--- config.mk ---
export PLATFORM = sky130hd
export DESIGN_NAME = i2cssf_filter
export DESIGN_NICKNAME = d
export VERILOG_FILES = /design/src/hw/i2cssf_pkg.sv /design/src/hw/i2cssf_sync.sv /design/src/hw/i2cssf_filter.sv
export SDC_FILE = /design/constraint.sdc
export NUM_CORES = 1
export LEC_CHECK = 0
export ABC_AREA = 1
export BUFFER_PORTS_ARGS = -buffer_cell sky130_fd_sc_hd__buf_4
export CORE_ASPECT_RATIO = 0.5
export CORE_UTILIZATION = 57
export DETAILED_ROUTE_END_ITERATION = 7
export GPL_ROUTABILITY_DRIVEN = 0
export PLACE_DENSITY = 0.87
export SLEW_MARGIN = 30
export SYNTH_ARGS = -nofsm -noshare
export SYNTH_HDL_FRONTEND = slang
export SYNTH_SLANG_ARGS = --single-unit
--- constraint.sdc ---
create_clock -name i_clk -period 3.1 [get_ports i_clk]
set_input_delay 0.465 -clock i_clk [delete_from_list [all_inputs] [get_ports i_clk]]
set_output_delay 0.465 -clock i_clk [all_outputs]
set_load 0.01 [all_outputs]
--- src/hw/i2cssf_pkg.sv ---
// package for the start condition filter: register address, fields, resets
// assumes an 8-bit special-function register port and a 125 MHz oscillator clock
package i2cssf_pkg;
	// ****************************************
	// register map
	// ****************************************
	localparam logic [7:0] SETUP_ADDR = 8'hDB;
	localparam logic [7:0] SETUP_RESET = 8'h00;
	localparam int EN_BIT = 7;
	localparam int CNT_MSB = 6;
	localparam int CNT_WIDTH = 7;
	localparam logic [1:0] SYNC_RESET = 2'h3;
	localparam logic [7:0] COUNT_RESET = 8'h00;
	localparam logic [7:0] ONE_SAMPLE = 8'h01;
	// ****************************************
	// filter states
	// ****************************************
	typedef enum logic [1:0] {
		ST_IDLE,
		ST_SAMPLE,
		ST_ADDR
	} i2cssf_state_type;
endpackage

--- src/hw/i2cssf_sync.sv ---
// two-stage synchroniser for one bus line
// assumes the line is asynchronous to i_clk and idles high
`timescale 1ns/1ps
module i2cssf_sync
(
	input wire logic i_clk,
	input wire logic i_rst_b,
	input wire logic i_line,
	output logic o_line
);
	logic [1:0] sync_ff;

	// ****************************************
	// first stage feeds only the second
	// ****************************************
	always_ff @(posedge i_clk or negedge i_rst_b)
	begin
		if (!i_rst_b)
			sync_ff <= i2cssf_pkg::SYNC_RESET;
		else
			sync_ff <= {sync_ff[0], i_line};
	end

	assign o_line = sync_ff[1];
endmodule // i2cssf_sync

--- src/hw/i2cssf_filter.sv ---
// start condition noise filter for the serial io engine slave side
// assumes sda and scl arrive as raw pin levels; sfr port on i_clk
//
// Operation
// - sda fall while scl high starts candidate
// - every sample needs sda low, scl high
// - validated start begins address byte reception
// - enable clear: single sample, count ignored
// - enable set: count plus one samples
// - samples one clock apart, first after edge
// - setup register at DBh, reset 00h
`timescale 1ns/1ps
module i2cssf_filter
(
	input wire logic i_clk,
	input wire logic i_rst_b,
	input wire logic i_sda,
	input wire logic i_scl,
	input wire logic i_slave_mode,
	input wire logic i_addr_done,
	input wire logic [7:0] i_sfr_addr,
	input wire logic [7:0] i_sfr_wdata,
	input wire logic i_sfr_wr,
	input wire logic i_sfr_rd,
	output logic [7:0] o_sfr_rdata,
	output logic o_start_valid,
	output logic o_start_reject,
	output logic o_addr_rx
);
	logic sda_s;
	logic scl_s;
	logic sda_d_ff;
	logic [7:0] setup_ff;
	logic [7:0] count_ff;
	logic [7:0] nxt_count;
	i2cssf_pkg::i2cssf_state_type state_ff;
	i2cssf_pkg::i2cssf_state_type nxt_state;
	logic fall_edge;
	logic sample_ok;
	logic nxt_valid;
	logic nxt_reject;
	logic [7:0] load_count;
	logic [1:0] pin_raw;
	logic [1:0] pin_s;

	// ****************************************
	// pin synchronisers
	// ****************************************
	// bit 0 carries sda, bit 1 carries scl
	assign pin_raw = {i_scl, i_sda};

	generate
		for (genvar g = 0; g < 2; g++)
		begin : g_pin_sync
			i2cssf_sync i2cssf_sync_i
			(
				.i_clk(i_clk),
				.i_rst_b(i_rst_b),
				.i_line(pin_raw[g]),
				.o_line(pin_s[g])
			);
		end
	endgenerate

	assign sda_s = pin_s[0];
	assign scl_s = pin_s[1];

	// ****************************************
	// edge detector and sample levels
	// ****************************************

	always_ff @(posedge i_clk or negedge i_rst_b)
	begin
		if (!i_rst_b)
			sda_d_ff <= 1'h1;
		else
			sda_d_ff <= sda_s;
	end

	assign fall_edge = sda_d_ff && !sda_s && scl_s;
	assign sample_ok = !sda_s && scl_s;

	// ****************************************
	// sample count loaded at each candidate
	// ****************************************
	always_comb
	begin
		// enable clear takes one sample
		if (setup_ff[i2cssf_pkg::EN_BIT])
			load_count = {1'h0, setup_ff[i2cssf_pkg::CNT_MSB:0]}
				+ i2cssf_pkg::ONE_SAMPLE;
		else
			load_count = i2cssf_pkg::ONE_SAMPLE;
	end

	// ****************************************
	// setup register
	// ****************************************
	always_ff @(posedge i_clk or negedge i_rst_b)
	begin
		if (!i_rst_b)
			setup_ff <= i2cssf_pkg::SETUP_RESET;
		else if (i_sfr_wr && i_sfr_addr == i2cssf_pkg::SETUP_ADDR)
			setup_ff <= i_sfr_wdata;
	end

	// ****************************************
	// register read port
	// ****************************************

	always_ff @(posedge i_clk or negedge i_rst_b)
	begin
		if (!i_rst_b)
			o_sfr_rdata <= 8'h00;
		else if (i_sfr_rd && i_sfr_addr == i2cssf_pkg::SETUP_ADDR)
			o_sfr_rdata <= setup_ff;
		else
			o_sfr_rdata <= 8'h00;
	end

	// ****************************************
	// sampling state machine
	// ****************************************
	always_comb
	begin
		nxt_state = state_ff;
		nxt_count = count_ff;
		nxt_valid = 1'h0;
		nxt_reject = 1'h0;
		case (state_ff)
			i2cssf_pkg::ST_IDLE:
			begin
				if (i_slave_mode && fall_edge)
				begin
					// falls are ignored outside idle
					nxt_state = i2cssf_pkg::ST_SAMPLE;
					nxt_count = load_count;
				end
			end
			i2cssf_pkg::ST_SAMPLE:
			begin
				// one sample per clock, first one after the edge
				if (!sample_ok)
				begin
					nxt_state = i2cssf_pkg::ST_IDLE;
					nxt_reject = 1'h1;
				end
				else if (count_ff == i2cssf_pkg::ONE_SAMPLE)
				begin
					nxt_state = i2cssf_pkg::ST_ADDR;
					nxt_valid = 1'h1;
				end
				else
					nxt_count = count_ff - i2cssf_pkg::ONE_SAMPLE;
			end
			i2cssf_pkg::ST_ADDR:
			begin
				// receiver done or mode change ends the phase
				if (i_addr_done || !i_slave_mode)
					nxt_state = i2cssf_pkg::ST_IDLE;
			end
			default:
				nxt_state = i2cssf_pkg::ST_IDLE;
		endcase
	end

	// ****************************************
	// state register
	// ****************************************
	always_ff @(posedge i_clk or negedge i_rst_b)
	begin
		if (!i_rst_b)
			state_ff <= i2cssf_pkg::ST_IDLE;
		else
			state_ff <= nxt_state;
	end

	// ****************************************
	// sample down-counter
	// ****************************************
	always_ff @(posedge i_clk or negedge i_rst_b)
	begin
		if (!i_rst_b)
			count_ff <= i2cssf_pkg::COUNT_RESET;
		else
			count_ff <= nxt_count;
	end

	// ****************************************
	// result strobes, one cycle each
	// ****************************************
	always_ff @(posedge i_clk or negedge i_rst_b)
	begin
		if (!i_rst_b)
			o_start_valid <= 1'h0;
		else
			o_start_valid <= nxt_valid;
	end

	always_ff @(posedge i_clk or negedge i_rst_b)
	begin
		if (!i_rst_b)
			o_start_reject <= 1'h0;
		else
			o_start_reject <= nxt_reject;
	end

	// ****************************************
	// address phase flag
	// ****************************************
	always_ff @(posedge i_clk or negedge i_rst_b)
	begin
		// address flag follows the next state
		if (!i_rst_b)
			o_addr_rx <= 1'h0;
		else
			o_addr_rx <= (nxt_state == i2cssf_pkg::ST_ADDR);
	end
endmodule // i2cssf_filter

==> impl_metrics.tcl <==
set metrics [dict create \
    grt_max_degree 35 \
    syn_avg_cell_area_sq_um 8.20 \
    gr-usage-met1 0.264 \
    yosysSeqAreaShare 0.520 \
    worstPathRequired_ns 3.27 \
    post_cts_buffers 0 \
    seqCellArea_sq_um 857 \
    clk_pin_slew_ns 0.07 \
    antenna_found_initial 0 \
    vdd_drop_max_v 0.000258 \
    p_leak_uw 0.00105 \
    post_cts_resized 0 \
    r2r_setup_slack_ns 1.61 \
    postCtsHoldBufs 0 \
    power.density_nw_per_um2 501 \
    area_growth_pct 24.7 \
    setup_viol 0 \
    slew_headroom 0.489 \
    worstHoldPathType "in2async" \
    firstDrtPassIters 4 \
    p_total_uw 1030 \
    htree_levels 2 \
    tightest_slew_ns 0.763 \
    first_global_vias 1253 \
    synthesis.area_sq_um 1650 \
    first_iter_violations 120 \
    cp_max_fo 10 \
    slowest_delay_ns 0.39 \
    ant_nets 0 \
    nFillCells 208 \
    cts_sinks 34 \
    hpwl_mm 2.47 \
    grt.total_usage 0.240 \
    arrival_ns 1.67 \
    antenna_cells 0 \
    cts_buffers 5 \
    endpoint "count_ff[2]" \
    timing.rr.start "count_ff[1]" \
    use_met2 0.441 \
    syn_nets 228 \
    critPathLaunchType "flip-flop" \
    slew_violations 0 \
    die_area_sq_um 3120 \
    grt-ovfl-total 0 \
    met3_usage 0.102 \
    crit_slowest_cell "dfrtp_1" \
    reg2reg_depth 9 \
    rsz0062_at_grt "false" \
    skew_ns 0.00465 \
    clock_path_buffers 2 \
    cts-root-buf "clkbuf_8" \
    placeableCoreArea_sq_um 2670 \
    grt_pass1_wl_mm 5.31 \
    crit_path_start "count_ff[1]" \
    routed_wirelength_mm 3.48 \
    die_y_um 40.0 \
    yosysWarnings 0 \
    ios 35 \
    layout_commonest_cell "nand2_1" \
    ys_types 21 \
    synth_seq_cells 34 \
    r2r_end "count_ff[2]" \
    gr-max-usage-layer "met2" \
    fmaxAchievable_mhz 669 \
    multi_input_area_sq_um 697 \
    fp-row-count 13 \
    crit_top_cell "nand2_1" \
    status "finished, final reports clean" \
    wire_per_inst_um 12.5 \
    final_cell_mix "nand2_1, buf_4, nor2_1, dfrtp_1, inv_1" \
    drc 0 \
    nets 268 \
    period_minus_slack_ns 1.49 \
    holdWs_ns 0.102 \
    via_per_inst 5.18 \
    min_period_over_period 0.482 \
    crit_type "reg2reg" \
    maxCapViolCount 0 \
    finalHoldViolCount 0 \
    path_cells "inv_1, ha_1, nand2_1, nor2_1, nand3_1, nand2_2, inv_2, o21ai_1, nand2_1" \
    drive_above_1_share 0.223 \
    initial_utilization 0.618 \
    fin_tns_setup_ns 0 \
    dieWidth_um 78.0 \
    vias 1444 \
    cp-end-kind "flip-flop" \
    syn_inst 201 \
    io_buffers 34 \
    clock_latency_ns 0.29 \
    cts_tree "yes" \
]
worst min-delay path by stage:
stage	startpoint	end	slack, ns	cells past startpoint
2_1_floorplan	i_rst_b	count_ff[0]	0.17	0
3_3_place_gp	g_pin_sync[1].i2cssf_sync_i.sync_ff[0]	g_pin_sync[1].i2cssf_sync_i.sync_ff[1]	0.35	0
3_5_place_dp	g_pin_sync[0].i2cssf_sync_i.sync_ff[0]	g_pin_sync[0].i2cssf_sync_i.sync_ff[1]	0.35	0
4_1_cts	i_rst_b	o_sfr_rdata[2]	0.12	1
5_1_grt	i_rst_b	o_sfr_rdata[1]	0.13	1
6_report	i_rst_b	o_sfr_rdata[2]	0.10	1
cell families (layout without fill, tap and decap cells):
| group | Yosys count | in the layout | synth area share |
|---|---|---|---|
| simple gates | 120 | 120 | 0.334 |
| flops | 34 | 34 | 0.520 |
| fa+ha+maj | 3 | 3 | 0.0228 |
| buf+inv | 25 | 66 | 0.0569 |
| compound gates | 18 | 18 | 0.0607 |
| xor+xnor | 1 | 1 | 0.00532 |
final cells by class:
type,instances,area share
Multi-Input combinational cell,142,0.339
Sequential cell,34,0.417
Clock inverter,3,0.0195
Tap cell,37,0.0225
Clock buffer,5,0.0335
Inverter,24,0.0438
Timing Repair Buffer,34,0.124
flip-flops by register name, indices dropped and copies added (netlist names):
| name | cells |
|---|---|
| o_start_reject | 1 |
| setup_ff | 8 |
| o_addr_rx | 1 |
| g_pin_sync.i2cssf_sync_i.sync_ff | 4 |
| sda_d_ff | 1 |
| o_start_valid | 1 |
| state_ff | 2 |
| o_sfr_rdata | 8 |
| count_ff | 8 |
critical path, delay by kind of cell, from the launching register on:
family / cells / cell delay [ns]
buffers and inverters: 2 / 0.20
AND/OR/NAND/NOR: 5 / 0.52
adder cells (fa/ha/maj): 1 / 0.15
flip-flops: 1 / 0.39
AO/OA/AOI/OAI: 1 / 0.11
synth_stat cells:
| library cell | n | share of area |
|---|---|---|
| o21ai_1 | 1 | 0.0030 |
| a21oi_1 | 4 | 0.012 |
| nor4b_4 | 1 | 0.014 |
| nor3_1 | 1 | 0.0030 |
| xnor2_1 | 1 | 0.0053 |
| nand2_1 | 62 | 0.14 |
| nand4_1 | 11 | 0.042 |
| nor2_1 | 30 | 0.068 |
| nor2_4 | 1 | 0.0068 |
| inv_2 | 2 | 0.0046 |
| buf_1 | 1 | 0.0023 |
| ha_1 | 3 | 0.023 |
| dfrtp_1 | 29 | 0.44 |
| nand3_4 | 2 | 0.021 |
| dfstp_2 | 5 | 0.080 |
| nand2_2 | 1 | 0.0038 |
| inv_1 | 22 | 0.050 |
| o32ai_1 | 2 | 0.011 |
| o21ai_0 | 10 | 0.030 |
| a22oi_1 | 1 | 0.0046 |
| nand3_1 | 11 | 0.033 |
report_power, final:
part	switching (uW)	total [uW]	internal, uW
Combinational	86.9	143	55.7
Sequential	20.5	488	468
Clock	162	399	236
Total	270	1030	760
stage by stage:
step,util,instances,instance area [sq um],worst slack (ns)
floorplan,-,201,1650,1.67
global placement,0.729,271,1950,1.48
detailed placement,0.729,271,1950,1.43
CTS,0.770,279,2050,1.62
global route,0.770,279,2050,1.44
finish,0.770,279,2050,1.61
routing by layer:
layer  up-vias  routed length, um
met4         0                 35
li1        726                  -
met5         -                  0
met3         7                271
met2        60               1720
met1       651               1450
No activity file was read; power rests on OpenSTA's default activity.
